<file path="src/smbus_port_map.svh">
/*
 holds: offsets, reset values and counts of the select-gated register port
 assumes: included by its bare name wherever these names are needed
*/
`ifndef SMBUS_PORT_MAP_SVH
`define SMBUS_PORT_MAP_SVH
// register offsets
`define OFS_DEV 8'h00
`define OFS_RST 8'h01
`define OFS_GPC 8'h02
`define OFS_GPI 8'h05
`define OFS_GPO 8'h06
`define OFS_CFG 8'h20
`define OFS_STAT 8'h30
// reset values
`define DEF_DEV 7'h58
`define DEF_GPC 8'h05
`define DEF_GPO 3'h0
`define DEF_CFG 8'h00
// bits per byte and counter width values
`define SMB_BITS 4'h8
`define SMB_LAST 4'h7
`define SMB_ONE 4'h1
`define PTR_ONE 8'h01
// field positions
`define RST_BIT 0
`define GPC_OE_BIT 0
`endif

</file>
<file path="src/smbus_port_pkg.sv">
/*
 holds: state type of the select-gated register port
 assumes: nothing beyond a SystemVerilog compiler
*/
package smbus_port_pkg;
   typedef enum logic [2:0] {
      ST_IDLE = 3'b000,
      ST_ADDR = 3'b001,
      ST_ACK = 3'b010,
      ST_REG = 3'b011,
      ST_DATA = 3'b100,
      ST_RD = 3'b101,
      ST_RDACK = 3'b110,
      ST_WAIT = 3'b111
   } st_e;
endpackage : smbus_port_pkg

</file>
<file path="src/smbus_line_events.sv">
/*
 holds: start, stop and clock-edge detection on the two bus lines
 assumes: line levels arrive synchronous to ref_clk_i
*/
`timescale 1ns/1ps
`default_nettype none
module smbus_line_events (
   input wire logic ref_clk_i, // system clock
   input wire logic arst_n_i, // async reset, active low
   input wire logic scl_i, // bus clock level
   input wire logic sda_i, // bus data level
   output logic start_o, // start or repeated start seen
   output logic stop_o, // stop seen
   output logic scl_rise_o, // bus clock rose
   output logic scl_fall_o // bus clock fell
);
   logic scl_reg;
   logic sda_reg;
   logic scl_next;
   logic sda_next;

   // previous line levels
   always_comb begin
      scl_next = scl_i;
      sda_next = sda_i;
   end

   always_ff @(posedge ref_clk_i or negedge arst_n_i) begin
      if (!arst_n_i) begin
         scl_reg <= 1'b1;
         sda_reg <= 1'b1;
      end else begin
         scl_reg <= scl_next;
         sda_reg <= sda_next;
      end
   end

   // data edges while clock is high frame a message
   assign start_o = scl_reg & scl_i & sda_reg & ~sda_i;
   assign stop_o = scl_reg & scl_i & ~sda_reg & sda_i;
   assign scl_rise_o = ~scl_reg & scl_i;
   assign scl_fall_o = scl_reg & ~scl_i;
endmodule : smbus_line_events
`default_nettype wire

</file>
<file path="src/smbus_select_register_port.sv">
/*
 holds: select-gated bus slave giving byte access to configuration registers
 assumes: lines sampled on ref_clk_i well above bus rate; open-drain wire
 resolved outside from sda_oe_o; link flags come from the serial front end
*/
// Function
// host raises select before any transaction
// write opens with start, address, zero bit
// device acks own address with zero
// register address byte sent and acked
// write data byte stored and acked
// host ends each transaction with stop
// host lowers select after the stop
// read uses repeated start, address, one bit
// read acked, then register contents driven
// host ends read with not-acknowledge
// no address resolution; exact address only
// select may be tied high alone
// shared address needs one select each
// address register and pin chain reprogramming
// link error and loss readable
// select low ignores all bus traffic
// default slave address 1011000
// read-only writes dropped but acknowledged
`timescale 1ns/1ps
`default_nettype none
`include "smbus_port_map.svh"
module smbus_select_register_port (
   input wire logic ref_clk_i, // 40 MHz clock
   input wire logic arst_n_i, // async reset, active low
   input wire logic port_select_i, // port select, active high
   input wire logic scl_i, // bus clock line level
   input wire logic sda_i, // bus data line level
   output logic sda_o, // data drive value, always low
   output logic sda_oe_o, // high while pulling data low
   input wire logic [2:0] gp_in_i, // general pin input levels
   input wire logic link_err_i, // error on active serial input
   input wire logic link_loss_i, // link lost on active input
   output logic general_pin_zero_o, // chain pin value
   output logic general_pin_zero_oe_o, // chain pin output enable
   output logic [7:0] dev_cfg_o, // device configuration byte
   output logic soft_reset_o // one-cycle software reset
);
   import smbus_port_pkg::*;

   logic start;
   logic stop;
   logic scl_rise;
   logic scl_fall;
   st_e st_reg, st_next, ph_reg, ph_next;
   logic [3:0] cnt_reg, cnt_next;
   logic [7:0] sh_reg, sh_next;
   logic [7:0] tx_reg, tx_next;
   logic [7:0] ptr_reg, ptr_next;
   logic oe_reg, oe_next;
   logic [6:0] dev_reg, dev_next;
   logic [7:0] gpc_reg, gpc_next;
   logic [2:0] gpo_reg, gpo_next;
   logic [7:0] cfg_reg, cfg_next;
   logic [1:0] stat_reg, stat_next;
   logic srst_reg, srst_next;

   // line event detection
   smbus_line_events u_events (
      .ref_clk_i(ref_clk_i),
      .arst_n_i(arst_n_i),
      .scl_i(scl_i),
      .sda_i(sda_i),
      .start_o(start),
      .stop_o(stop),
      .scl_rise_o(scl_rise),
      .scl_fall_o(scl_fall)
   );

   // register contents seen by a read
   function automatic logic [7:0] read_mux(input logic [7:0] a);
      case (a)
         `OFS_DEV: read_mux = {dev_reg, 1'b0};
         `OFS_GPC: read_mux = gpc_reg;
         `OFS_GPI: read_mux = {5'h00, gp_in_i};
         `OFS_GPO: read_mux = {5'h00, gpo_reg};
         `OFS_CFG: read_mux = cfg_reg;
         `OFS_STAT: read_mux = {6'h00, stat_reg};
         default: read_mux = 8'h00;
      endcase
   endfunction : read_mux

   // byte engine and register writes
   always_comb begin
      st_next = st_reg;
      ph_next = ph_reg;
      cnt_next = cnt_reg;
      sh_next = sh_reg;
      tx_next = tx_reg;
      ptr_next = ptr_reg;
      oe_next = oe_reg;
      dev_next = dev_reg;
      gpc_next = gpc_reg;
      gpo_next = gpo_reg;
      cfg_next = cfg_reg;
      srst_next = 1'b0;
      stat_next = {link_loss_i, link_err_i};
      if (srst_reg) begin
         gpc_next = `DEF_GPC; // address register survives
         gpo_next = `DEF_GPO;
         cfg_next = `DEF_CFG;
      end
      if (!port_select_i) begin
         st_next = ST_IDLE;
         oe_next = 1'b0;
         cnt_next = 4'h0;
      end else if (start) begin
         st_next = ST_ADDR;
         oe_next = 1'b0;
         cnt_next = 4'h0;
      end else if (stop) begin
         st_next = ST_IDLE;
         oe_next = 1'b0;
      end else begin
         case (st_reg)
            ST_ADDR, ST_REG, ST_DATA: begin
               if (scl_rise) begin
                  sh_next = {sh_reg[6:0], sda_i};
                  cnt_next = cnt_reg + `SMB_ONE;
               end else if (scl_fall && cnt_reg == `SMB_BITS) begin
                  cnt_next = 4'h0;
                  oe_next = 1'b1;
                  st_next = ST_ACK;
                  if (st_reg == ST_ADDR) begin
                     if (sh_reg[7:1] != dev_reg) begin
                        oe_next = 1'b0;
                        st_next = ST_WAIT;
                     end else begin
                        ph_next = sh_reg[0] ? ST_RD : ST_REG;
                     end
                  end else if (st_reg == ST_REG) begin
                     ptr_next = sh_reg;
                     ph_next = ST_DATA;
                  end else begin
                     ptr_next = ptr_reg + `PTR_ONE;
                     ph_next = ST_DATA;
                     case (ptr_reg)
                        `OFS_DEV: dev_next = sh_reg[7:1];
                        `OFS_RST: srst_next = sh_reg[`RST_BIT];
                        `OFS_GPC: gpc_next = sh_reg;
                        `OFS_GPO: gpo_next = sh_reg[2:0];
                        `OFS_CFG: cfg_next = sh_reg;
                        default: ;
                     endcase
                  end
               end
            end
            ST_ACK: begin
               if (scl_fall) begin
                  st_next = ph_reg;
                  oe_next = 1'b0;
                  if (ph_reg == ST_RD) begin
                     tx_next = read_mux(ptr_reg);
                     oe_next = ~tx_next[7];
                  end
               end
            end
            ST_RD: begin
               if (scl_fall) begin
                  tx_next = {tx_reg[6:0], 1'b0};
                  if (cnt_reg == `SMB_LAST) begin
                     cnt_next = 4'h0;
                     oe_next = 1'b0;
                     st_next = ST_RDACK;
                  end else begin
                     cnt_next = cnt_reg + `SMB_ONE;
                     oe_next = ~tx_reg[6];
                  end
               end
            end
            ST_RDACK: begin
               if (scl_rise) begin
                  if (sda_i) begin
                     st_next = ST_WAIT;
                  end else begin
                     ptr_next = ptr_reg + `PTR_ONE;
                     ph_next = ST_RD;
                     st_next = ST_ACK;
                  end
               end
            end
            default: ;
         endcase
      end
   end

   always_ff @(posedge ref_clk_i or negedge arst_n_i) begin
      if (!arst_n_i) begin
         st_reg <= ST_IDLE;
         ph_reg <= ST_IDLE;
         cnt_reg <= 4'h0;
         sh_reg <= 8'h00;
         tx_reg <= 8'h00;
         ptr_reg <= 8'h00;
         oe_reg <= 1'b0;
         dev_reg <= `DEF_DEV;
         gpc_reg <= `DEF_GPC;
         gpo_reg <= `DEF_GPO;
         cfg_reg <= `DEF_CFG;
         stat_reg <= 2'h0;
         srst_reg <= 1'b0;
      end else begin
         st_reg <= st_next;
         ph_reg <= ph_next;
         cnt_reg <= cnt_next;
         sh_reg <= sh_next;
         tx_reg <= tx_next;
         ptr_reg <= ptr_next;
         oe_reg <= oe_next;
         dev_reg <= dev_next;
         gpc_reg <= gpc_next;
         gpo_reg <= gpo_next;
         cfg_reg <= cfg_next;
         stat_reg <= stat_next;
         srst_reg <= srst_next;
      end
   end

   // outputs straight from flip-flops, except sda_o, which is tied low
   assign sda_o = 1'b0;
   assign sda_oe_o = oe_reg;
   assign general_pin_zero_o = gpo_reg[0];
   assign general_pin_zero_oe_o = gpc_reg[`GPC_OE_BIT];
   assign dev_cfg_o = cfg_reg;
   assign soft_reset_o = srst_reg;

   logic byte_end;
   assign byte_end = port_select_i && !start && !stop && scl_fall && cnt_reg == `SMB_BITS;
endmodule : smbus_select_register_port
`default_nettype wire

</file>
<file path="config.mk">
export PLATFORM = sky130hd
export DESIGN_NAME = smbus_select_register_port
export DESIGN_NICKNAME = d
export VERILOG_FILES = /design/src/smbus_port_pkg.sv /design/src/smbus_line_events.sv /design/src/smbus_select_register_port.sv
export VERILOG_INCLUDE_DIRS = /design/src /design/src/src
export SDC_FILE = /design/constraint.sdc
export NUM_CORES = 1
export LEC_CHECK = 0
export BUFFER_PORTS_ARGS = -buffer_cell sky130_fd_sc_hd__clkbuf_2
export CORE_MARGIN = 4
export CORE_UTILIZATION = 30
export CTS_BUF_LIST = sky130_fd_sc_hd__clkbuf_4 sky130_fd_sc_hd__clkbuf_8
export DETAILED_ROUTE_END_ITERATION = 8
export GPL_TIMING_DRIVEN = 0
export SLEW_MARGIN = 20
export SYNTH_ARGS = -nofsm -noshare
export SYNTH_HDL_FRONTEND = slang
export SYNTH_HIERARCHICAL = 1
export SYNTH_SLANG_ARGS = --single-unit
</file>
<file path="constraint.sdc">
create_clock -name ref_clk_i -period 3.9 [get_ports ref_clk_i]
set_input_delay 0.195 -clock ref_clk_i [delete_from_list [all_inputs] [get_ports ref_clk_i]]
set_output_delay 0.195 -clock ref_clk_i [all_outputs]
set_load 0.02 [all_outputs]
</file>
==> results by stage, run 1 <==
Status:
- The flow ran to the end, and the final reports show no timing, DRC or antenna violations.

CTS:
- The source-to-sink clock delay at the later pin of the worst-skew pair is around 0.36 ns.
- CTS saw 65 sinks.
- The count of instances resized after the clock tree is built is 0.
- The CTS buffer count is 9.
- Clock tree synthesis selected as its root buffer the cell clkbuf_8.
- Clock-pin slew was measured on the worst setup and hold paths at around 0.080 ns.
- TritonCTS built the clock tree.
- The count of H-tree levels built during CTS is 3.
- No sink is reached through more buffers than the 2 on the longest clock path.

Floorplan:
- The I/O pin total is 23.
- The floorplan die height is about 120 um.
- The die covers 14100 um2.
- The starting density of the core is a little under a third.
- Row generation in the floorplan step produced 40 rows.
- The floorplan step set the die width to ~120 um.
- The floorplan step defined a core boundary enclosing around 12000 um2.

Yosys:
- The most instantiated library cell after synthesis is dfrtp_1.
- Sorting the synthesized cells by how often they occur yields dfrtp_1 (58), nand2_1 (48), o21ai_0 (37).
- Synthesis produced a netlist whose cell count is 400.
- Of all flip-flops after synthesis, the portion carrying an async set or reset was 100%.
- Synthesis inferred 65 register bits.
- In this run, synthesis inferred 0 flip-flops with an integrated enable.
- The top cell type by area accounts for around two fifths of the synthesized area.
- The most frequently used flop master after synthesis is dfrtp_1.
- Sequential cells were found to cover between 40% and 50% of the synthesized design area.
- The synthesized netlist net count is around 420.
- The number of distinct standard cells referenced by the synthesized netlist is 66.
- The top cell type by total area after synthesis is dfrtp_1.
- The post-synthesis area per instance is between 9 and 10 um2.
- For this run, the number of Yosys warnings is 6.
- Sorting the synthesized cells by area gives the leading types as dfrtp_1 (40%), o21ai_0 (5.1%), dfstp_2 (5.0%), nand2_1 (4.9%), a21oi_1 (4.2%).
- The synthesized cell area is 3670 um2.

Setup path:
- On the worst path, the slowest cell contributes a delay of 0.92 ns.
- The kind of cell with the highest combined delay along the critical path is compound AO/OA/AOI/OAI gates.
- The reg-to-reg critical path startpoint is sh_reg[3]$_DFFE_PN0P_.
- The critical path runs through a total of 6 cells.
- Traced cell by cell, the critical path runs through xnor2_1 > nand4_1 > o41ai_1 > and4_1 > nor4b_1 > a211oi_1.
- The type of the setup path with the least slack is reg2reg.
- The data arrival time at the worst-slack endpoint is 3.06 ns.
- Tracing the worst setup path back leads to its startpoint at sh_reg[3]$_DFFE_PN0P_.
- The cell with the biggest individual delay on the critical path is o41ai_1.
- STA classifies the critical path startpoint as a register.
- Setup slack on the worst reg-to-reg path comes out at roughly 1.1 ns.
- The number of cell instances on the worst register-to-register path is 6.
- At the worst endpoint, the required time is approximately 4.1 ns.
- The capturing element type of the critical path is a register.
- The capturing point of the worst reg2reg path is ph_reg[2]$_DFFE_PN0P_.
- The number of buffers and inverters on the critical path is 0.
- Along the worst path, the maximum fanout reaches 7.
- The critical path ends at ph_reg[2]$_DFFE_PN0P_.

Layout:
- The count of antenna diodes in the layout is 0.
- The share of final-layout standard cells stronger than drive strength 1 is roughly 18%.
- The final layout contains 454 nets.
- The core utilization of the finished layout is 35.6%.
- Relative to the synthesized area, the layout overhead comes to 16.5%.

Route:
- For this block, the initial DRC count from the detailed router was approximately 240.
- The remaining routing DRC violations is 0.
- The via total after detailed routing is about 3100.
- Once detail routing completed, the nets flagged for antenna violations numbered 0.
- The wire length per cell is around 16 um.
- The number of iterations in the first detailed-routing pass is 5.
- Wires add up to between 9000 and 10000 um.
- The via-per-instance ratio is 5.31.

STA:
- After layout, the worst path uses 72.5% of the clock period.
- Setup repair after global routing left no endpoint under its margin.
- The final clock skew is around 0.0097 ns.
- The setup TNS after final layout is 0 ns.
- The final setup violation count is 0.
- The number of hold violations in the final report is 0.
- The minimum hold slack is roughly 0.12 ns.
- In this run the tightest slew margin relative to its limit is 23.2%.
- The worst path in the final design needs a cycle of 2.83 ns, including I/O delays and setup.
- The final-report max-slew violation count is 0.
- For this run, the top clock speed supported by timing is ~350 MHz.
- The actual slew at the worst max-slew pin is approximately 1.1 ns.

Power:
- The maximum VDD drop is about 0.17 mV.
- For this design the static power due to leakage is 1.88 nW.
- Dividing total power by cell area gives a power density of approximately 540 nW/um2.

Placed design:
- Routability-driven placement finished with a final weighted congestion of between 0.8 and 0.9.
- Detailed placement ended at an HPWL of ~6700 um.
- The number of buffers inserted by port buffering is 21.

GRT:
- Entering global routing, the biggest net connects 43 pins.
- The via count of the first global-routing pass is between 3000 and 4000.
- For this run the aggregate overflow at the end of global routing stands at 0.
- The global-route wire length before repair is approximately 15000 um.
- The number of antenna violations at the first check in global routing is 0.
- For this run, the total global-route usage over all layers was measured as between 10% and 20%.

Job:
- The total of max-cap violations is 0.

Worst hold path:
- The worst hold path depth is 3.
- The path class of the tightest hold or removal check is in2reg.
==> cells by family after synthesis <==
logic type / count (synthesis) / share of synthesized area (%)
buf+inv: 39 / 4.57
mux: 21 / 6.93
other cells: 1 / 0.102
simple gates: 152 / 21.7
compound gates: 109 / 18.4
fa+ha+maj: 6 / 2.05
xor+xnor: 7 / 1.67
flops: 65 / 44.6
==> worst register-to-register path: cells and delay by family, from the launching register on <==
family	cells	cell delay (ns)
flops	1	0.49
compound gates	2	1.00
simple gates	3	0.99
xor+xnor	1	0.21
==> cell usage in the layout (no fill, tap or decap), types with 4 or more instances in the layout <==
cell type,instances
a21oi_1,31
a22oi_1,5
a2bb2oi_1,5
and3_1,4
buf_2,5
clkbuf_1,14
clkbuf_2,20
clkbuf_8,10
dfrtp_1,58
dfstp_2,7
dlygate4sd3_1,5
ha_1,6
inv_1,15
mux2_2,11
mux2_4,6
mux2i_1,4
nand2_1,48
nand2b_1,14
nand3_1,8
nand3b_1,10
nor2_1,28
nor2b_1,6
nor3_1,12
o21ai_0,37
o31ai_1,4
xnor2_1,4
==> layer usage <==
metal	vias to the layer above	share of wire [%]	GRT usage, %
met2	63	47	22.1
met4	0	2.4	6.44
met1	1552	46	17.3
met3	18	3.9	3.11
met5	-	0	0
li1	1498	-	-
==> area by class of cell <==
type,instances,area [um2]
inverters,16,60.1
flip-flops and latches,65,1640
multi-input cells,296,1860
repair buffers,27,178
well taps,147,184
clock inverters,6,105
fillers,1227,7740
clock buffers,10,138
plain buffers,23,108
==> stage by stage <==
step           power, mW  setup slack [ns]  instances  area [um2]
6_report            2.32              1.07        590        4270
5_1_grt             2.45             0.897        590        4270
3_3_place_gp        1.59              1.11        568        3960
3_5_place_dp        1.61              1.07        569        3980
4_1_cts             2.32              1.05        590        4270
2_1_floorplan       1.40              1.66        400        3670
==> power breakdown <==
| part | total, mW | internal [mW] | switching [mW] | leakage, nW |
|---|---|---|---|---|
| combinational | 0.794 | 0.309 | 0.485 | 0.937 |
| sequential | 0.819 | 0.744 | 0.0758 | 0.813 |
| clock | 0.705 | 0.438 | 0.267 | 0.126 |
==> what timing repair did <==
action,CTS,global route
endpoints found under the setup margin,0,0
hold buffers,5,0
hold endpoints to repair,25,0
setup buffers,0,0
==> how the worst min path moves through the flow <==
stage	to	start	slack [ns]
floorplan	cnt_reg[0]$_DFFE_PN0P_	arst_n_i	-0.10
global placement	stat_reg[0]$_DFF_PN0_	link_err_i	0.31
detailed placement	gpc_reg[5]$_DFF_PN0_	arst_n_i	0.16
CTS	st_reg[0]$_DFFE_PN0P_	port_select_i	0.11
global route	st_reg[0]$_DFFE_PN0P_	port_select_i	0.17
finish	st_reg[0]$_DFFE_PN0P_	port_select_i	0.12
No activity file was read; power rests on OpenSTA's default activity.
==> run 2: changes to the inputs <==
Clock period 3.9 ns to 2.4 ns, I/O delays scaled along.
==> run 2 against run 1 <==
Final cell count rose by 0.34%. Global-route usage increased by 0.11 points. Clock-buffer cell count stayed put. Wire length grew 0.51%. Sequential share of layout area shrank 1.2 points. Die area stayed put. Critical path type unchanged. Largest power group is now combinational cells.
==> results by stage, run 2 (synthesis gave the netlist of run 1 again) <==
GRT:
- The pin count of the biggest net entering global routing was 43 (unchanged).
- The global-route wire length before repair is 15600 um (+0.76%).
- The via count of the first global-routing pass is 3175 (+0.032%).
- The number of antenna violations at the first check in global routing is 0 (unchanged).
- The total overflow reported by the global router came to 0 (unchanged).
- The overall track demand over capacity in global routing was 13.8% (+0.11 points).

Layout:
- The share of final-layout standard cells stronger than drive strength 1 was 21.8% (+4.2 points).
- The filler cell count in the final layout is 1213 (-1.1%).
- The most common cell after layout, fill and taps aside is dfrtp_1.
- The non-filler instance count after layout is 592 (+0.34%).
- The number of nets at the end of the flow is 456 (+0.44%).
- The synthesis-to-layout area growth is 20.2%.
- The top cell types in the final layout, fill and taps aside, are dfrtp_1 (58), nand2_1 (48), o21ai_0 (36).
- The count of antenna diodes in the layout was 0 (unchanged).

Floorplan:
- The placeable core region is 12000 um2 (unchanged).
- The floorplan die height came to 119 um (unchanged).
- The starting density of the core is 30.5% (unchanged).
- The floorplan die width is 119 um (unchanged).
- The number of rows in the core area is 40 (unchanged).
- The I/O pin total is 23 (unchanged).
- The area enclosed by the die boundary came to 14100 um2 (unchanged).

Route:
- The via-per-instance ratio is 5.29 (-0.37%).
- The number of routed nets with antenna violations was 0 (unchanged).
- The remaining routing DRC violations is 0 (unchanged).
- The via total after detailed routing came to 3130 (-0.032%).
- The wire length per cell is 15.8 um (+0.17%).
- The wire length on met1 is 4290 um (-0.12%).
- The final wirelength is 9330 um (+0.51%).
- The number of iterations in the first detailed-routing pass is 4 (-1).
- The met2 wire length is 4380 um (-0.45%).
- The number of design-rule violations left by the first detailed-router iteration is 246 (+1.2%).
- The detailed route wirelength on metal3 is 403 um (+10%).
- The highest metal layer carrying signal wires in the routed design is met4.

Worst hold path:
- The path type of the worst min-delay path is in2reg.
- The startpoint of the tightest hold check path is port_select_i.

Setup path:
- The critical-path maximum fanout came to 8 (+1).
- The number of cell instances on the worst register-to-register path is 8 (+2).
- The worst setup path is captured at a register.
- The critical path goes through and2b_2 > nand4b_1 > buf_4 > nor2_4 > nand3_4 > or3_1 > buf_6 > mux2_4.
- The critical path's largest stage delay came to 0.55 ns (-0.37 ns).
- The reg2reg setup slack is 0.11 ns (-0.97 ns).
- The number of cells on the critical path is 8 (+2).
- The source of the critical timing path is u_events/scl_reg$_DFF_PN1_.
- The reg-to-reg critical path startpoint is u_events/scl_reg$_DFF_PN1_.
- The most critical setup path has its endpoint at dev_reg[2]$_DFFE_PN0P_.
- The data arrival time at the worst-slack endpoint is 2.54 ns (-0.52 ns).
- STA classifies the critical path startpoint as a register.
- The cell with the biggest individual delay on the critical path is dfstp_2.
- The type of the setup path with the least slack is reg2reg.
- The sum of buffers and inverters on the critical path is 2 (+2).
- The largest delay contributor family on the critical path is simple AND/OR/NAND/NOR gates.
- The capturing point of the worst reg2reg path is dev_reg[2]$_DFFE_PN0P_.
- The endpoint required time on the critical path is 2.65 ns (-1.48 ns).

CTS:
- The clock-pin slew reported for the worst setup and hold paths after clock tree synthesis is 0.07 ns (about the same).
- The CTS buffer count is 9 (unchanged).
- The cell chosen for the clock root is clkbuf_8.
- The clock tree from TritonCTS is done.
- The source-to-sink clock delay at the later pin of the worst-skew pair came to 0.36 ns (about the same).
- The number of sinks driven by the clock tree came to 65 (unchanged).
- The count of H-tree levels built during CTS is 3 (unchanged).
- The maximum clock path buffer count is 2 (unchanged).

STA:
- The actual slew at the worst max-slew pin is 0.577 ns (-0.561 ns).
- The final setup violation count was 0 (unchanged).
- The period utilization is 95.6% (+23 points).
- The minimum hold slack was 0.0343 ns (-0.0825 ns).
- The final critical-path required period is 2.29 ns (-0.534 ns).
- The max-slew headroom at the worst pin is 61.2% (+38 points).
- The number of hold violations in the final report is 0 (unchanged).
- The final-report max-slew violation count is 0 (unchanged).
- The fmax is 436 MHz (+23%).
- The setup TNS after final layout is 0 ns (unchanged).
- The final clock skew came to 0.00950 ns (-0.000211 ns).

Status:
- The flow ran to the end, and the final reports show no timing, DRC or antenna violations.

Power:
- The maximum VDD drop is 0.277 mV (+60%).
- The power density over the cells was 875 nW/um2 (+61%).
- The total leakage power is 1.92 nW (+2.1%).

Placed design:
- The weighted congestion reported at the end of routability-driven placement is 0.881 (unchanged).
- The number of buffers inserted by port buffering is 21 (unchanged).
- The number of cells after detailed placement came to 569 (unchanged).
- The sum of net half-perimeters after detailed placement is 6710 um (unchanged).

Job:
- The total of max-cap violations is 0 (unchanged).
[run 2: final cells by class]
| type | count | area [um2] | area share (%) |
|---|---|---|---|
| repair buffers | 30 | 200 | 4.54 |
| plain buffers | 22 | 114 | 2.58 |
| multi-input cells | 296 | 1970 | 44.6 |
| clock buffers | 10 | 138 | 3.12 |
| clock inverters | 6 | 105 | 2.39 |
| flip-flops and latches | 65 | 1640 | 37.1 |
| well taps | 147 | 184 | 4.17 |
| inverters | 16 | 63.8 | 1.45 |
[run 2: power by group]
part,switching [mW],internal (mW)
Combinational,0.824,0.548
Clock,0.434,0.712
Sequential,0.128,1.21
[run 2: repair_timing]
item,4_1_cts,5_1_grt
hold buffers,5,0
pin swaps,1,2
setup buffers,1,2
endpoints found under the hold margin,25,0
gates resized for setup,8,24
cloned,0,0
setup endpoints to repair,30,39
[run 2: worst min path at each step]
| stage | endpoint | cells past startpoint | slack, ns |
|---|---|---|---|
| after floorplan | cnt_reg[0]$_DFFE_PN0P_ | 0 | -0.18 |
| after global placement | stat_reg[0]$_DFF_PN0_ | 1 | 0.23 |
| after detailed placement | gpc_reg[5]$_DFF_PN0_ | 1 | 0.09 |
| after CTS | st_reg[0]$_DFFE_PN0P_ | 3 | 0.03 |
| after global routing | st_reg[0]$_DFFE_PN0P_ | 3 | 0.1 |
| final | st_reg[0]$_DFFE_PN0P_ | 3 | 0.03 |
[run 2: stage by stage]
step	power, mW	utilization, %	instance area (um2)	setup WS (ns)
final	3.85	36.7	4410	0.106
after global routing	4.08	36.7	4410	-0.0178
after CTS	3.79	36.0	4320	0.0179
after detailed placement	2.62	33.1	3980	-0.431
after global placement	2.59	32.9	3960	-0.395
after floorplan	2.27	-	3670	0.162
[run 2: routing by layer]
metal	track usage, %	vias to the layer above
li1	-	1514
met1	17.5	1538
met2	22.1	59
met3	3.16	19
met4	6.66	0
met5	0	-
[run 2: tightest hold or removal path, stage by stage]
cell      delay (ns)
clkbuf_2        0.09
o21ai_0         0.07
mux2i_1         0.07
==> run 3: changes to the inputs <==
Settings changed: CORE_UTILIZATION 30 to 57, PLACE_DENSITY set to 0.79.
==> run 3 against run 2 <==
Worst setup slack worse by 0.017 ns. Clock skew decreased by 0.00087 ns. Global-route usage is 11 points higher. Critical endpoint is now ph_reg[2]$_DFFE_PN0P_.
==> results by stage, run 3 (synthesis gave the netlist of run 1 again) <==
Layout:
- The library cell used most frequently in the layout, excluding fill and tap cells, is dfrtp_1.
- The number of nets at the end of the flow is 459 (+0.66%).
- The sequential cell area was 1640 um2 (unchanged).
- The non-filler instance count after layout is 523 (-12%).
- The count of antenna diodes in the layout came to 0 (unchanged).
- The area taken by multi-input logic gates is 1940 um2 (-1.5%).
- The top cell types in the final layout, fill and taps aside, are dfrtp_1 (58), nand2_1 (48), o21ai_0 (37).
- The filler cell count in the final layout is 461 (-62%).
- The core utilization of the finished layout is 70.0% (+33 points).
- The area growth from synthesis to layout is 16.3%.
- The share of final-layout standard cells stronger than drive strength 1 is 21.7% (-0.15 points).
- The post-layout instance area is 4260 um2 (-3.2%).

CTS:
- The CTS buffer count is 9 (unchanged).
- The clock-pin slew reported for the worst setup and hold paths after clock tree synthesis came to 0.07 ns (about the same).
- The source-to-sink clock delay at the later pin of the worst-skew pair is 0.34 ns (-0.02 ns).
- The maximum clock path buffer count came to 2 (unchanged).
- The count of H-tree levels built during CTS is 3 (unchanged).
- The clock tree from TritonCTS is done.
- The tree is rooted in a clkbuf_8.
- The number of sinks driven by the clock tree is 65 (unchanged).

Floorplan:
- The placeable core region came to 6100 um2 (-49%).
- The floorplan die width is 88.2 um (-26%).
- The starting density of the core is 60.1% (+30 points).
- The area enclosed by the die boundary is 7780 um2 (-45%).
- The I/O pin total is 23 (unchanged).
- The number of rows in the core area is 28 (-30%).
- The floorplan die height is 88.2 um (-26%).

STA:
- The actual slew at the worst max-slew pin was 0.555 ns (-0.0217 ns).
- The fmax is 433 MHz (-0.72%).
- The final setup violation count is 0 (unchanged).
- The period utilization is 96.3% (+0.69 points).
- The setup slack after layout is 0.0891 ns (-0.0166 ns).
- The final clock skew came to 0.00863 ns (-0.000868 ns).
- The final-report max-slew violation count was 0 (unchanged).
- The final critical-path required period came to 2.31 ns (+0.0166 ns).
- The number of hold violations in the final report was 0 (unchanged).
- Setup repair after global routing could not meet its margin everywhere.
- The max-slew headroom at the worst pin is 62.7% (+1.5 points).

Job:
- The total of max-cap violations is 0 (unchanged).

Setup path:
- The critical-path maximum fanout is 7 (-1).
- The setup path with the least slack is of type reg2reg.
- The number of cell instances on the worst register-to-register path is 6 (-2).
- The capturing element type of the critical path is a register.
- The data arrival time at the worst-slack endpoint is 2.51 ns (-0.03 ns).
- STA classifies the critical path startpoint as a register.
- The endpoint required time on the critical path was 2.60 ns (-0.05 ns).

Worst hold path:
- The path type of the worst min-delay path is in2reg.
- The worst hold path depth came to 3 (unchanged).

Power:
- The net load switching power came to 1.37 mW (-1.4%).
- The maximum VDD drop is 0.493 mV (+78%).
- The design internal power is 2.31 mW (-6.5%).
- The fraction of power spent switching nets is 37.2% (+1.2 points).
- The total power draw is 3.67 mW (-4.7%).
- The power density over the cells is 862 nW/um2 (-1.5%).
- The clock power share was 26.3% (-3.4 points).
- The combinational share of power came to 37.2% (+1.6 points).
- The total leakage power is 1.92 nW (about the same).
- The proportion of power drawn by flip-flops and latches is 36.4% (+1.7 points).

Route:
- The final wirelength is 9150 um (-2.0%).
- The via total after detailed routing is 3278 (+4.7%).
- The wire length per cell came to 17.5 um (+11%).
- The number of iterations in the first detailed-routing pass is 5 (+1).
- The number of design-rule violations left by the first detailed-router iteration came to 261 (+6.1%).
- The number of routed nets with antenna violations was 0 (unchanged).
- The remaining routing DRC violations came to 0 (unchanged).
- The via-per-instance ratio came to 6.27 (+19%).

Placed design:
- The weighted congestion reported at the end of routability-driven placement was 0.887 (+0.75%).
- The total placed instance area is 3890 um2 (-2.3%).
- The number of cells after detailed placement is 497 (-13%).
- The number of buffers inserted by port buffering is 21 (unchanged).
- The sum of net half-perimeters after detailed placement is 6330 um (-5.6%).
- The pre-CTS worst setup slack is -0.272 ns (+0.160 ns).

GRT:
- The pin count of the biggest net entering global routing is 36 (-16%).
- The overall track demand over capacity in global routing came to 24.5% (+11 points).
- The via count of the first global-routing pass came to 3104 (-2.2%).
- The global routing stage identified its most utilized layer as met2.
- The number of antenna violations at the first check in global routing is 0 (unchanged).
- The global-route wire length before repair is 14700 um (-5.8%).
- The total overflow reported by the global router was 0 (unchanged).
- The met3 track utilization from global routing is 4.33% (+1.2 points).
- The met1 global-route usage is 33.6% (+16 points).
- The global routing usage on met2 is 36.8% (+15 points).

Status:
- The run finished with clean final reports.
run 3: metal layers:
| metal | share of wire (%) | wire length (um) |
|---|---|---|
| met1 | 44 | 4040 |
| met4 | 3.1 | 284 |
| met2 | 46 | 4220 |
| met5 | 0 | 0 |
| met3 | 6.5 | 599 |
run 3: path summary, 6_finish.rpt:
kind,endpoint,start,slack (ns)
max,ph_reg[2]$_DFFE_PN0P_,sh_reg[3]$_DFFE_PN0P_,0.09
min,st_reg[0]$_DFFE_PN0P_,port_select_i,0.05
max reg2reg,ph_reg[2]$_DFFE_PN0P_,sh_reg[3]$_DFFE_PN0P_,0.09
min reg2reg,tx_reg[2]$_DFFE_PN0P_,tx_reg[2]$_DFFE_PN0P_,0.48
max in group asynchronous,u_events/scl_reg$_DFF_PN1_,arst_n_i,1.50
min in group asynchronous,gpc_reg[7]$_DFF_PN0_,arst_n_i,0.29
run 3: stage by stage:
stage / TNS, ns / hold slack [ns]
2_1_floorplan: 0 / -0.176
3_3_place_gp: -1.57 / 0.228
3_5_place_dp: -1.88 / 0.121
4_1_cts: -0.157 / 0.0396
5_1_grt: -0.0762 / 0.0870
6_report: 0 / 0.0474
run 3: final cells by class:
| cell class | instances | share of cell area, % |
|---|---|---|
| multi-input cells | 296 | 45.5 |
| flip-flops and latches | 65 | 38.4 |
| repair buffers | 33 | 5.22 |
| clock buffers | 13 | 3.90 |
| plain buffers | 22 | 2.52 |
| well taps | 75 | 2.20 |
| inverters | 16 | 1.41 |
| clock inverters | 3 | 0.939 |
run 3: critical path, cell delays in order, from the launching register on:
cell      delay, ns
dfrtp_1        0.54
xnor2_1        0.16
nand4_1        0.20
o41ai_4        0.41
and4_1         0.34
nor4b_1        0.43
a211oi_1       0.08
run 3: what timing repair did:
action,4_1_cts,5_1_grt
pin swaps,1,3
hold buffers,5,0
buffers inserted,1,5
endpoints found under the setup margin,27,35
endpoints found under the hold margin,32,0
resized for setup,7,14
run 3: power groups by stage:
stage	registers (mW)	logic (mW)	clock network (mW)
final	1.34	1.37	0.968
after floorplan	1.32	0.951	0
after CTS	1.33	1.29	0.980
after global placement	1.34	1.21	0
after detailed placement	1.35	1.25	0
after global routing	1.35	1.49	1.03
